--- config.mk ---
export PLATFORM = sky130hd
export DESIGN_NAME = asfs_status
export DESIGN_NICKNAME = d
export VERILOG_FILES = /design/src/asfs_pkg.sv /design/src/asfs_status.sv
export VERILOG_INCLUDE_DIRS = /design/src
export SDC_FILE = /design/constraint.sdc
export NUM_CORES = 1
export LEC_CHECK = 0
export ABC_CLOCK_PERIOD_IN_PS = 2200
export BUFFER_PORTS_ARGS = -buffer_cell sky130_fd_sc_hd__buf_2
export CAP_MARGIN = 20
export CORE_MARGIN = 2
export CORE_UTILIZATION = 46
export CTS_BUF_LIST = sky130_fd_sc_hd__clkbuf_4
export CTS_CLUSTER_DIAMETER = 150
export CTS_CLUSTER_SIZE = 8
export DETAILED_ROUTE_END_ITERATION = 16
export PLACE_DENSITY = 0.84
export SYNTH_ARGS = -nofsm -noshare
export SYNTH_HDL_FRONTEND = slang
export SYNTH_SLANG_ARGS = --single-unit
--- constraint.sdc ---
create_clock -name clk -period 2.2 [get_ports clk]
set_clock_uncertainty 0.05 [all_clocks]
set_input_delay 0.22 -clock clk [delete_from_list [all_inputs] [get_ports clk]]
set_output_delay 0.22 -clock clk [all_outputs]
set_load 0.01 [all_outputs]
--- src/asfs_consts.svh ---
// Constants for the sample-ready and FIFO fill status block
`ifndef ASFS_CONSTS_SVH
`define ASFS_CONSTS_SVH

// ----------------------------------------------------------------
// Register addresses
// ----------------------------------------------------------------
`define ASFS_ADDR_STATUS 8'h00
`define ASFS_ADDR_AXIS1_HI 8'h01
`define ASFS_ADDR_AXIS1_LO 8'h02
`define ASFS_ADDR_AXIS2_HI 8'h03
`define ASFS_ADDR_AXIS2_LO 8'h04
`define ASFS_ADDR_AXIS3_HI 8'h05
`define ASFS_ADDR_AXIS3_LO 8'h06
`define ASFS_ADDR_STEP 8'h01
`define ASFS_ADDR_FAST_STEP 8'h02

// ----------------------------------------------------------------
// Field values and reset values
// ----------------------------------------------------------------
`define ASFS_FMODE_OFF 2'h0
`define ASFS_FMODE_TRIG 2'h3
`define ASFS_STATUS_RST 8'h00
`define ASFS_CNT_RST 6'h00
`define ASFS_BYTE_ZERO 8'h00
`define ASFS_AXES_ALL 3'h7
`define ASFS_AXES_NONE 3'h0
`define ASFS_LO_PAD 2'h0

// ----------------------------------------------------------------
// Axis one-hot codes and byte field positions in a 14-bit sample
// ----------------------------------------------------------------
`define ASFS_AXIS1_HOT 3'h1
`define ASFS_AXIS2_HOT 3'h2
`define ASFS_AXIS3_HOT 3'h4
`define ASFS_HI_MSB 13
`define ASFS_HI_LSB 6
`define ASFS_LO_MSB 5
`define ASFS_LO_LSB 0

`endif

--- src/asfs_pkg.sv ---
// Types shared by the sample-ready and FIFO fill status block
`default_nettype none
package asfs_pkg;

    // ----------------------------------------------------------------
    // Sample data from the acquisition core, 14-bit per axis
    // ----------------------------------------------------------------
    typedef struct packed {
        logic [13:0] axis3;
        logic [13:0] axis2;
        logic [13:0] axis1;
    } asfs_sample_s;

    // ----------------------------------------------------------------
    // FIFO status from the FIFO core
    // ----------------------------------------------------------------
    typedef struct packed {
        logic [1:0] mode;
        logic [5:0] wmrk;
        logic [5:0] cnt;
        logic ovf;
        logic trig;
        logic push;
    } asfs_fifo_s;

    // ----------------------------------------------------------------
    // Complete state of the status block
    // ----------------------------------------------------------------
    typedef struct packed {
        logic [7:0] addr;
        logic [2:0] dr;
        logic [2:0] ow;
        logic zyxdr;
        logic zyxow;
        logic [2:0] hi_seen;
        logic src_fifo;
        logic [5:0] cnt;
        logic ovf;
        logic wflag;
        logic [7:0] rd_data;
        logic rd_valid;
    } asfs_state_s;

endpackage
`default_nettype wire

--- src/asfs_status.sv ---
// Status register at address zero with auto-increment burst reads
`timescale 1ns/1ps
`default_nettype none
`include "asfs_consts.svh"

module asfs_status (
    input wire logic clk, // 100 MHz device clock
    input wire logic nrst, // Async reset, active low
    input wire logic rd_start, // Start of read at rd_addr
    input wire logic [7:0] rd_addr, // Start address of a read
    input wire logic rd_next, // Next byte of a burst
    input wire logic bus_stop, // Two-wire stop seen
    input wire logic spi_sel, // Four-wire serial mode
    input wire logic fast_read, // 8-bit output mode
    input wire logic [2:0] acq_done, // Per-axis acquisition done
    input wire asfs_pkg::asfs_sample_s sample, // Current sample or FIFO head
    input wire asfs_pkg::asfs_fifo_s fifo, // FIFO core status
    output logic [7:0] rd_data, // Byte read
    output logic rd_valid, // Read byte strobe
    output logic [7:0] cur_addr, // Auto-increment address
    output logic [7:0] ready_status, // Data-ready form snapshot
    output logic src_fifo // FIFO interrupt source bit
);

    // ----------------------------------------------------------------
    // Helpers
    // ----------------------------------------------------------------

    // Axis whose high byte sits at an address, one-hot
    function automatic logic [2:0] hi_axis(input logic [7:0] a);
        logic [2:0] r;
        r = `ASFS_AXES_NONE;
        case (a)
            `ASFS_ADDR_AXIS1_HI: r = `ASFS_AXIS1_HOT;
            `ASFS_ADDR_AXIS2_HI: r = `ASFS_AXIS2_HOT;
            `ASFS_ADDR_AXIS3_HI: r = `ASFS_AXIS3_HOT;
            default: r = `ASFS_AXES_NONE;
        endcase
        return r;
    endfunction

    // Next burst address; fast mode skips low bytes and wraps to status after axis3 high
    function automatic logic [7:0] next_addr(input logic [7:0] a, input logic fast);
        logic [7:0] r;
        r = a + `ASFS_ADDR_STEP;
        if (fast) begin
            if (a == `ASFS_ADDR_STATUS) begin
                r = `ASFS_ADDR_AXIS1_HI;
            end else if (a >= `ASFS_ADDR_AXIS3_HI) begin
                r = `ASFS_ADDR_STATUS;
            end else begin
                r = a + `ASFS_ADDR_FAST_STEP;
            end
        end
        return r;
    endfunction

    // High byte of a 14-bit value, left justified
    function automatic logic [7:0] hi_byte(input logic [13:0] d);
        return d[`ASFS_HI_MSB:`ASFS_HI_LSB];
    endfunction

    // Low byte of a 14-bit value, padded below
    function automatic logic [7:0] lo_byte(input logic [13:0] d);
        return {d[`ASFS_LO_MSB:`ASFS_LO_LSB], `ASFS_LO_PAD};
    endfunction

    // ----------------------------------------------------------------
    // State
    // ----------------------------------------------------------------
    asfs_pkg::asfs_state_s st_reg;
    asfs_pkg::asfs_state_s st_next;
    logic fifo_on;
    logic rd_go;
    logic [7:0] acc_addr;
    logic [2:0] hit;
    logic [7:0] ready_form;
    logic [7:0] fifo_form;
    logic [7:0] status_byte;
    logic [7:0] byte_val;

    // ----------------------------------------------------------------
    // Status forms
    // ----------------------------------------------------------------

    // Decode of the two status views
    always_comb begin
        fifo_on = (fifo.mode != `ASFS_FMODE_OFF);
        ready_form = {st_reg.zyxow, st_reg.ow[2], st_reg.ow[1], st_reg.ow[0],
                      st_reg.zyxdr, st_reg.dr[2], st_reg.dr[1], st_reg.dr[0]};
        // FIFO form layout, count in low bits
        fifo_form = {st_reg.ovf, st_reg.wflag, st_reg.cnt};
        status_byte = fifo_on ? fifo_form : ready_form;
    end

    // ----------------------------------------------------------------
    // Read path
    // ----------------------------------------------------------------

    // Byte selection; unmapped addresses read as zero
    always_comb begin
        rd_go = rd_start | rd_next;
        acc_addr = rd_start ? rd_addr : st_reg.addr;
        hit = hi_axis(acc_addr);
        // status directly below the axis data
        case (acc_addr)
            `ASFS_ADDR_STATUS: byte_val = status_byte;
            `ASFS_ADDR_AXIS1_HI: byte_val = hi_byte(sample.axis1);
            `ASFS_ADDR_AXIS1_LO: byte_val = lo_byte(sample.axis1);
            `ASFS_ADDR_AXIS2_HI: byte_val = hi_byte(sample.axis2);
            `ASFS_ADDR_AXIS2_LO: byte_val = lo_byte(sample.axis2);
            `ASFS_ADDR_AXIS3_HI: byte_val = hi_byte(sample.axis3);
            `ASFS_ADDR_AXIS3_LO: byte_val = lo_byte(sample.axis3);
            default: byte_val = `ASFS_BYTE_ZERO;
        endcase
    end

    // ----------------------------------------------------------------
    // Next state
    // ----------------------------------------------------------------

    // Clears from reads first, then hardware sets so a set wins
    always_comb begin
        st_next = st_reg;
        st_next.rd_valid = 1'b0;

        st_next.cnt = fifo.cnt;
        st_next.ovf = fifo.ovf;
        // trigger mode reuses the watermark position
        if (fifo.mode == `ASFS_FMODE_TRIG) begin
            st_next.wflag = fifo.trig;
        end else begin
            // level while count at or above watermark
            st_next.wflag = (fifo.cnt >= fifo.wmrk);
        end

        if (rd_go) begin
            st_next.rd_data = byte_val;
            st_next.rd_valid = 1'b1;
            st_next.addr = next_addr(acc_addr, fast_read);
            // per-axis overwrite clears on high-byte read
            st_next.ow = st_reg.ow & ~hit;
            // per-axis ready clears on high-byte read
            st_next.dr = st_reg.dr & ~hit;
            st_next.hi_seen = st_reg.hi_seen | hit;
            // combined flags clear once every high byte was read
            if ((st_reg.hi_seen | hit) == `ASFS_AXES_ALL) begin
                st_next.zyxdr = 1'b0;
                st_next.zyxow = 1'b0;
                st_next.hi_seen = `ASFS_AXES_NONE;
            end
            // FIFO form read drops the interrupt source only
            if (fifo_on && acc_addr == `ASFS_ADDR_STATUS) begin
                st_next.src_fifo = 1'b0;
            end
        end

        // stop rewinds address on two-wire bus only
        if (bus_stop && !spi_sel) begin
            st_next.addr = `ASFS_ADDR_STATUS;
        end

        // Overwrite judged after same-cycle reads, so a read just in time counts
        // overwrite when previous axis value unread
        // any axis overwrite marks the combined flag
        if ((acq_done & st_next.dr) != `ASFS_AXES_NONE) begin
            st_next.ow = st_next.ow | (acq_done & st_next.dr);
            st_next.zyxow = 1'b1;
        end
        st_next.dr = st_next.dr | acq_done;
        if (acq_done != `ASFS_AXES_NONE) begin
            st_next.zyxdr = 1'b1;
        end

        // next sample into FIFO raises the source again
        if (fifo_on && fifo.push) begin
            st_next.src_fifo = 1'b1;
        end
    end

    // ----------------------------------------------------------------
    // State register
    // ----------------------------------------------------------------

    // All flags and counters reset to zero
    always_ff @(posedge clk or negedge nrst) begin
        if (!nrst) begin
            st_reg.addr <= `ASFS_ADDR_STATUS;
            st_reg.dr <= `ASFS_AXES_NONE;
            st_reg.ow <= `ASFS_AXES_NONE;
            st_reg.zyxdr <= 1'b0;
            st_reg.zyxow <= 1'b0;
            st_reg.hi_seen <= `ASFS_AXES_NONE;
            st_reg.src_fifo <= 1'b0;
            st_reg.cnt <= `ASFS_CNT_RST;
            st_reg.ovf <= 1'b0;
            st_reg.wflag <= 1'b0;
            st_reg.rd_data <= `ASFS_STATUS_RST;
            st_reg.rd_valid <= 1'b0;
        end else begin
            st_reg <= st_next;
        end
    end

    // ----------------------------------------------------------------
    // Outputs, all straight from the state flops
    // ----------------------------------------------------------------
    assign rd_data = st_reg.rd_data;
    assign rd_valid = st_reg.rd_valid;
    assign cur_addr = st_reg.addr;
    assign src_fifo = st_reg.src_fifo;
    // Flop fields only; no logic between state and pins
    assign ready_status = {st_reg.zyxow, st_reg.ow, st_reg.zyxdr, st_reg.dr};

endmodule
`default_nettype wire

**Word level (Yosys, flattened, before mapping)**

Cells that the tools add are included.

- Output and inout port bits: 26
- Register bits after elaboration: 37
- Input bits: 77
- Logic and storage cells: 67

- Reduce and logical (&&, ||, !) cells: 18
- Add/sub/neg operators: 2
- Mux-type cells: 17
- Order comparisons: 2
- Bitwise operators: 8
- Eq/ne operators: 8

Operators by type and width:

| kind | number |
|---|---|
| $pmux W8 S7 | 1 |
| $mux W8 | 6 |
| $eq A8 B3 Y1 const B | 3 |
| $mux W20 | 1 |
| $eq A8 B2 Y1 const B | 2 |
| $reduce_bool A2 Y1 | 8 |
| $and A3 B3 Y3 | 3 |
| $or A3 B3 Y3 | 3 |
| $pmux W3 S3 | 1 |
| $add A8 B1 Y8 const B | 1 |
| $add A8 B2 Y8 const B | 1 |
| $eq A8 B1 Y1 const B | 1 |
| $ge A8 B3 Y1 const B | 1 |
| $logic_not A8 Y1 | 1 |
| $ge A6 B6 Y1 | 1 |
| $mux W1 | 6 |
| $reduce_and A2 Y1 | 3 |
| $reduce_bool A3 Y1 | 2 |
| $mux W5 | 1 |
| $eq A3 B3 Y1 const B | 1 |
| $logic_and A1 B1 Y1 | 3 |
| $mux W3 | 1 |
| $not A3 Y3 | 1 |
| $eq A2 B2 Y1 const B | 1 |
| other kinds (2) | 2 |

**Depth between registers and ports, before layout**

Gate-level depths: netlist (run 1).

- Depth after elaboration: 11
- Depth in mapped cells: 9
- Depth with buffers taken out: 8

**Least setup slack after synthesis (run 1)**

Ideal clock, no wire load.

- Path kind: register to register
- From: register st_reg, in the netlist cur_addr[3]
- To: register st_reg, in the netlist ready_status[7]
- Period minus slack after synthesis: 2.395 ns
- Required time: 2.005 ns
- Buffers on the path: 1
- Library setup time: 0.145 ns
- Data arrival time: 2.200 ns
- Cell stages (with the launch flop): 7
- Path slack: -0.195 ns
- Path through: dfrtp_1 clkbuf_1 or3b_2 a222oi_1 a21oi_1 nor4_2 o221ai_1

- Cells in the longest elaborated chain, start to end: 10
- Elaborated cells between the ends (all ways): 16
- Those cells by class: 4 x eq/ne; 4 x mux; 4 x bitwise; 4 x reduce/logical

Ends and longest elaborated chain:

| what | RTL line | source |
|---|---|---|
| start, declared | asfs_status.sv:71 | `asfs_pkg::asfs_state_s st_reg;` |
| start signal, assigned | asfs_status.sv:201 | `st_reg <= st_next;` |
| $mux W8 * | asfs_status.sv:103 | `acc_addr = rd_start ? rd_addr : st_reg.addr;` |
| $eq A8 B3 Y1 (tied with other cells) | asfs_status.sv:33 | `case (a)` |
| $pmux W3 S3 * | asfs_status.sv:33 |  |
| $not A3 Y3 | asfs_status.sv:144 | `st_next.dr = st_reg.dr & ~hit;` |
| $and A3 B3 Y3 | asfs_status.sv:144 |  |
| $mux W20 | asfs_status.sv:137 | `if (rd_go) begin` |
| $and A3 B3 Y3 | asfs_status.sv:166 | `` if ((acq_done & st_next.dr) != `ASFS_AXES_NONE) begin `` |
| $reduce_bool A3 Y1 (no line) | n/a |  |
| $reduce_bool A2 Y1 (no line) | n/a |  |
| $reduce_and A2 Y1 (no line) | n/a |  |

Mark *: on every way between the ends. The rest lies on a longest branch, timed or not. The select of a mux whose other input is x is not followed.
A chain may end at the register's enable or synchronous reset.

**Worst setup path after layout (run 1)**

- From: register st_reg, in the netlist cur_addr[0]
- To: register st_reg, in the netlist cur_addr[6]

- Cells in the longest elaborated chain, start to end: 7
- Elaborated cells between the ends (all ways): 10
- Those cells by class: 2 x add/sub; 1 x order compare; 6 x mux; 1 x reduce/logical

Ends and longest elaborated chain:

| what | RTL line | source |
|---|---|---|
| $mux W8 * | asfs_status.sv:103 |  |
| $add A8 B2 Y8 (no line) / $ge A8 B3 Y1 (equally long branches) | n/a |  |
| $mux W8 | asfs_status.sv:49 | `` end else if (a >= `ASFS_ADDR_AXIS3_HI) begin `` |
| $mux W8 | asfs_status.sv:47 | `` if (a == `ASFS_ADDR_STATUS) begin `` |
| $mux W8 * | asfs_status.sv:46 | `if (fast) begin` |
| $mux W20 * | asfs_status.sv:137 |  |
| $mux W8 * | asfs_status.sv:159 | `if (bus_stop && !spi_sel) begin` |

Marked as above.

==> results of run 1 <==
power groups by stage:
stage	clock [W]	combinational (W)	sequential, W
after CTS	0.000381	0.000612	0.000764
after global placement	0	0.000557	0.000774
after detailed placement	0	0.000575	0.000775
after floorplan	0	0.000308	0.000771
after global routing	0.000409	0.000711	0.000772
final	0.000377	0.000651	0.000766
metal layers:
metal | track usage (%) | share of wire [%] | up-vias
met2 | 45.67 | 50 | 146
met1 | 35.20 | 41 | 1425
met4 | 8.136 | 1.9 | 0
met5 | 0 | 0 | -
met3 | 4.831 | 7.1 | 24
li1 | - | - | 1347
kinds of logic (layout without fill, tap and decap cells):
| family | Yosys count | after routing | synth area share, % |
|---|---|---|---|
| buffers and inverters | 57 | 188 | 11.65 |
| AOI/OAI and AO/OA | 90 | 90 | 24.23 |
| adders and majority gates | 12 | 12 | 5.613 |
| muxes | 13 | 13 | 5.098 |
| DFF | 37 | 37 | 34.61 |
| xor gates and xnor gates | 6 | 6 | 1.965 |
| and+or+nand+nor | 83 | 83 | 16.84 |
cell type report:
cell class / count / area [µm²] / area share [%]
clock inverters: 3 / 17.52 / 0.4720
inverters: 16 / 60.06 / 1.618
clock buffers: 5 / 37.54 / 1.011
well taps: 72 / 90.09 / 2.428
flip-flops and latches: 37 / 925.9 / 24.95
multi-input cells: 204 / 1572 / 42.35
repair buffers: 164 / 1008 / 27.17
critical path, delay by kind of cell (launching register included):
family / cells / cell delay (ns)
AOI/OAI and AO/OA: 2 / 0.62
DFF: 1 / 0.37
buffers and inverters: 2 / 0.33
muxes: 2 / 0.31
adders and majority gates: 1 / 0.26
xor gates and xnor gates: 1 / 0.16
and+or+nand+nor: 1 / 0.12
synth_stat cells, types with 10 or more instances:
master,instances,share of area [%]
a21oi_1,19,3.6
a22oi_1,10,2.8
a32oi_1,10,3.3
buf_4,24,6.7
clkbuf_1,10,1.4
dfrtp_1,37,35
ha_1,12,5.6
inv_1,16,2.2
nand2_1,21,2.9
nand3_1,15,2.8
nor2_1,11,1.5
stage by stage:
step	hold slack (ns)	instance area, µm²	power (W)	worst slack, ns
finish	0.03139	3711	0.001795	-0.08563
CTS	0.02380	3616	0.001756	-0.003591
floorplan	-0.1256	2690	0.001079	-0.1178
detailed placement	0.2851	3415	0.001350	-0.2158
global placement	0.2834	3415	0.001331	-0.1283
global route	0.04068	3711	0.001891	-0.2708
worst paths after layout:
kind	startpoint	to	slack [ns]	depth (start not counted)
setup / recovery	cur_addr[0]	cur_addr[6]	-0.09	9
hold reg to reg	src_fifo	src_fifo	0.47	1
min in group asynchronous	nrst	cur_addr[1]	0.44	2
setup reg to reg	cur_addr[0]	cur_addr[6]	-0.09	9
hold / removal	fifo[0]	src_fifo	0.03	2
max in group asynchronous	nrst	cur_addr[6]	1.11	2
what timing repair did:
action	4_1_cts	5_1_grt
cloned	0	0
hold buffers	8	0
setup buffers	4	3
pin swaps	4	8
endpoints found under the hold margin	44	0
resized for setup	11	20
setup endpoints to repair	19	25
==> metrics.yaml, run 1 <==
vias: 2942
slew_headroom_pct: 43.41
syn_to_final_growth_pct: 38.73
ioPinCount: 103
cap_violations: 0
setup_tns_ns: -0.1614
power_frac_seq_pct: 42.7
syn-num-nets: 387
final_common_cell: "buf_2"
grt_pass1_vias: 2848
overflow: 0
die_w_um: 80.26
final_cells: 501
drt-initial-drc-count: 266
mostFrequentLayoutCells: "buf_2 (102), buf_4 (53), dfrtp_1 (37), nand2_1 (20), a21oi_1 (16)"
ys_warn_count: 0
diodes: 0
ys.flop_type: "dfrtp_1"
power_density_nw_per_um2: 483.6
h-tree-depth: 2
synth_edf_count: 0
numCtsBuffers: 5
cts_buffer_depth: 2
end_kind: "flip-flop"
ant_nets: 0
fmaxAchievable_mhz: 437.5
worst-setup-path-type: "flip-flop to flip-flop"
rsz0062_at_grt: "true"
cts_tree: "done"
drc: 0
clk_latency_ns: 0.36
violations: "setup timing"
clkPwrFrac_pct: 21.0
num_rows: 27
fin_nets: 517
grt_usage_pct: 27.03
arrival_ns: 2.52
cts_num_sinks: 37
drive_above_1_share_pct: 46.62
internal-power_w: 0.001176
cp_common_cell: "buf_4"
dieArea_um2: 6442
worst_pin_slew_ns: 0.8488
slowest_stage: "a2111oi_0"
setup_viol: 6
dpl.cell_count: 480
max_stage_delay_ns: 0.49
grt_pass1_wl_um: 13500
drv_slew: 0
finalHoldViolations: 0
die_h_um: 80.26
core_um2: 5574
ys_seq_area_share_pct: 34.61
setup_ws_ns: -0.08563
synth_seq_cells: 37
port_buffers: 102
critPathRequiredTime_ns: 2.43
async_reset_ff_share_pct: 100.0
period_needed_ns: 2.286
grt_max_degree: 38
hold_class: "input port to flip-flop"
drtPass1Iterations: 5
leakagePower_nw: 1.806
post-dp-hpwl_um: 6496
path_cells: "mux2_4, buf_4, ha_1, nor2_1, a2111oi_0, buf_4, xor2_1, mux2i_1, o21ai_2"
pwr-share-comb_pct: 36.3
status: "finished with violations"
syn-cell-area_um2: 2675
synth_area_per_cell_um2: 8.977
fillCellCount: 454
sw_frac_of_total_pct: 34.46
post-route-period-util_pct: 103.9
synthCells: 298
synth_cell_types: 54
cts.clk_slew.worst_paths_ns: 0.13
place_congestion: 0.9257
antenna_found_initial: 0
drt-wirelength-per-cell_um: 17.23
initial_core_util_pct: 47.99
cts-root-buf: "clkbuf_4"
vdd_drop_max_mv: 0.2722
viasPerCell: 5.872
power.switching_w: 0.0006185
post-route-util_pct: 66.58
wl_um: 8632
critPathLaunchType: "flip-flop"
cp_max_fo: 6
(Power assumes the default switching activity.)
==> run 2, diff against run 1 <==
ABC_CLOCK_PERIOD_IN_PS = 2180   (was 2200)
CORE_UTILIZATION = 51   (was 46)
PLACE_DENSITY = 0.88   (was 0.84)
SKIP_LAST_GASP = 1   (was default)
clock period = 2.18 ns   (was 2.2 ns; I/O delays follow)
==> run 2 against run 1 <==
Net effect:
- the run still ends with setup timing left
- fmax increased by 1.1%
- sequential share of layout area decreased by 0.24 points
- first-iteration DRC count increased by 100%
- global-route usage increased by 4.0 points
- power increased by 9.7%
- worst setup slack improved by 0.0055 ns
- wire length increased by 15%
- final cell count decreased by 0.20%
- die area decreased by 9.3%
- combinational power increased by 9.1%
- via count increased by 9.7%
- largest cell class unchanged
==> metrics.yaml, run 2 (synthesized netlist as in run 1, its figures left out) <==
initial_core_util_pct: 52.71  # was 47.99%
end_kind: "flip-flop"  # unchanged
setup_viol: 15  # was 6
post-dp-hpwl_um: 6171  # was 6496 µm
place_congestion: 0.9656  # was 0.9257
critPathRequiredTime_ns: 2.39  # was 2.43 ns
viasPerCell: 6.452  # was 5.872
port_buffers: 102  # unchanged
vdd_drop_max_mv: 0.3981  # was 0.2722 mV
drt-initial-drc-count: 534  # was 266
fmaxAchievable_mhz: 442.5  # was 437.5 MHz
preCtsSetupSlack_ns: -0.2769  # was -0.2158 ns
leakagePower_nw: 1.794  # was 1.806 nW
cp_max_fo: 11  # was 6
grt_usage_pct: 30.99  # was 27.03%
post-route-util_pct: 73.84  # was 66.58%
slowest_stage: "dfrtp_1"  # was a2111oi_0
slew_headroom_pct: 42.53  # was 43.41%
drc: 0  # unchanged
cts-root-buf: "clkbuf_4"  # unchanged
max_stage_delay_ns: 0.44  # was 0.49 ns
dieArea_um2: 5841  # was 6442 µm²
die_h_um: 76.43  # was 80.26 µm
cts.clk_slew.worst_paths_ns: 0.12  # was 0.13 ns
antenna_found_initial: 0  # unchanged
hold_class: "input port to flip-flop"  # unchanged
ant_nets: 0  # unchanged
syn_to_final_growth_pct: 40.08  # was 38.73%
worst-setup-path-type: "flip-flop to flip-flop"  # unchanged
power_density_nw_per_um2: 525.3  # was 483.6 nW/µm²
rsz0062_at_grt: "true"  # unchanged
cts_tree: "done"  # unchanged
numCtsBuffers: 5  # unchanged
post-route-period-util_pct: 103.7  # was 103.9%
die_w_um: 76.43  # was 80.26 µm
critPathLaunchType: "flip-flop"  # unchanged
core_um2: 5075  # was 5574 µm²
setup_ws_ns: -0.08014  # was -0.08563 ns
grt_pass1_wl_um: 14480  # was 13500 µm
finalHoldViolations: 0  # unchanged
worst_pin_slew_ns: 0.8620  # was 0.8488 ns
grt_max_degree: 38  # unchanged
num_rows: 26  # was 27
diodes: 0  # unchanged
ioPinCount: 103  # unchanged
final_common_cell: "buf_2"  # unchanged
violations: "setup timing"  # unchanged
setup_tns_ns: -0.7282  # was -0.1614 ns
arrival_ns: 2.47  # was 2.52 ns
cts_buffer_depth: 2  # unchanged
period_needed_ns: 2.260  # was 2.286 ns
drtPass1Iterations: 6  # was 5
drt-wirelength-per-cell_um: 19.86  # was 17.23 µm
cts_num_sinks: 37  # unchanged
wl_um: 9930  # was 8632 µm
status: "finished with violations"  # unchanged
h-tree-depth: 2  # unchanged
clk_latency_ns: 0.34  # was 0.36 ns
vias: 3226  # was 2942
fillCellCount: 337  # was 454
grt_pass1_vias: 3003  # was 2848
overflow: 0  # unchanged
mostFrequentLayoutCells: "buf_2 (102), buf_4 (54), dfrtp_1 (37), nand2_1 (20)"  # was buf_2 (102), buf_4 (53), dfrtp_1 (37), nand2_1 (20), a21oi_1 (16)
drive_above_1_share_pct: 47.21  # was 46.62%
drv_slew: 0  # unchanged
cap_violations: 0  # unchanged
fin_nets: 519  # was 517
path_cells: "or3_1, a222oi_1, buf_4, buf_6, nand2_2, o211a_1, a32oi_1"  # was mux2_4, buf_4, ha_1, nor2_1, a2111oi_0, buf_4, xor2_1, mux2i_1, o21ai_2
## run 2: where the power goes
part	internal (W)	total, W	switching [W]
registers	0.000738	0.000787	0.0000487
clock network	0.000234	0.000472	0.000238
logic	0.000342	0.000710	0.000369
total	0.00131	0.00197	0.000655
## run 2: timing repair
action	CTS	global route
setup buffers	7	4
pin swaps	6	14
endpoints found under the hold margin	44	0
gates resized for setup	13	25
hold buffers	8	0
setup endpoints to repair	19	23
## run 2: final cells by class
| class | instances | area, µm² | share of cell area (%) |
|---|---|---|---|
| inverters | 16 | 60.06 | 1.603 |
| multi-input cells | 204 | 1583 | 42.24 |
| repair buffers | 166 | 1018 | 27.18 |
| clock inverters | 2 | 35.03 | 0.9349 |
| clock buffers | 5 | 37.54 | 1.002 |
| flip-flops and latches | 37 | 925.9 | 24.71 |
| well taps | 70 | 87.58 | 2.337 |
## run 2: worst paths after layout
| kind | from | to | slack, ns | cells after the start |
|---|---|---|---|---|
| worst max-delay path | cur_addr[3] | rd_data[7] | -0.08 | 7 |
| worst min-delay path | fifo[0] | src_fifo | 0.06 | 2 |
| worst max register to register | cur_addr[3] | rd_data[7] | -0.08 | 7 |
| worst min register to register | src_fifo | src_fifo | 0.48 | 1 |
| max in group asynchronous | nrst | fifo_form[5] | 1.07 | 2 |
| min in group asynchronous | nrst | cur_addr[2] | 0.46 | 2 |
## run 2: metal layers
layer / global-route usage (%) / wire length [µm]
met1: 38.34 / 3440
met2: 52.74 / 4782
met3: 5.569 / 1094
met4: 14.00 / 613
met5: 0 / 0
## run 2: critical path, delay by kind of cell (launching register included)
family                 cells  cell delay, ns
DFF                        1            0.44
AOI/OAI and AO/OA          3            0.81
and+or+nand+nor            2            0.50
buffers and inverters      2            0.37
## run 2: through the flow
stage / std cells / hold WS, ns / instance area [µm²] / total power, W
global route: 500 / 0.04899 / 3747 / 0.002044
floorplan: 298 / -0.1276 / 2690 / 0.001089
global placement: 474 / 0.2856 / 3369 / 0.001326
detailed placement: 474 / 0.2845 / 3369 / 0.001354
finish: 500 / 0.06255 / 3747 / 0.001969
CTS: 496 / 0.05965 / 3626 / 0.001871
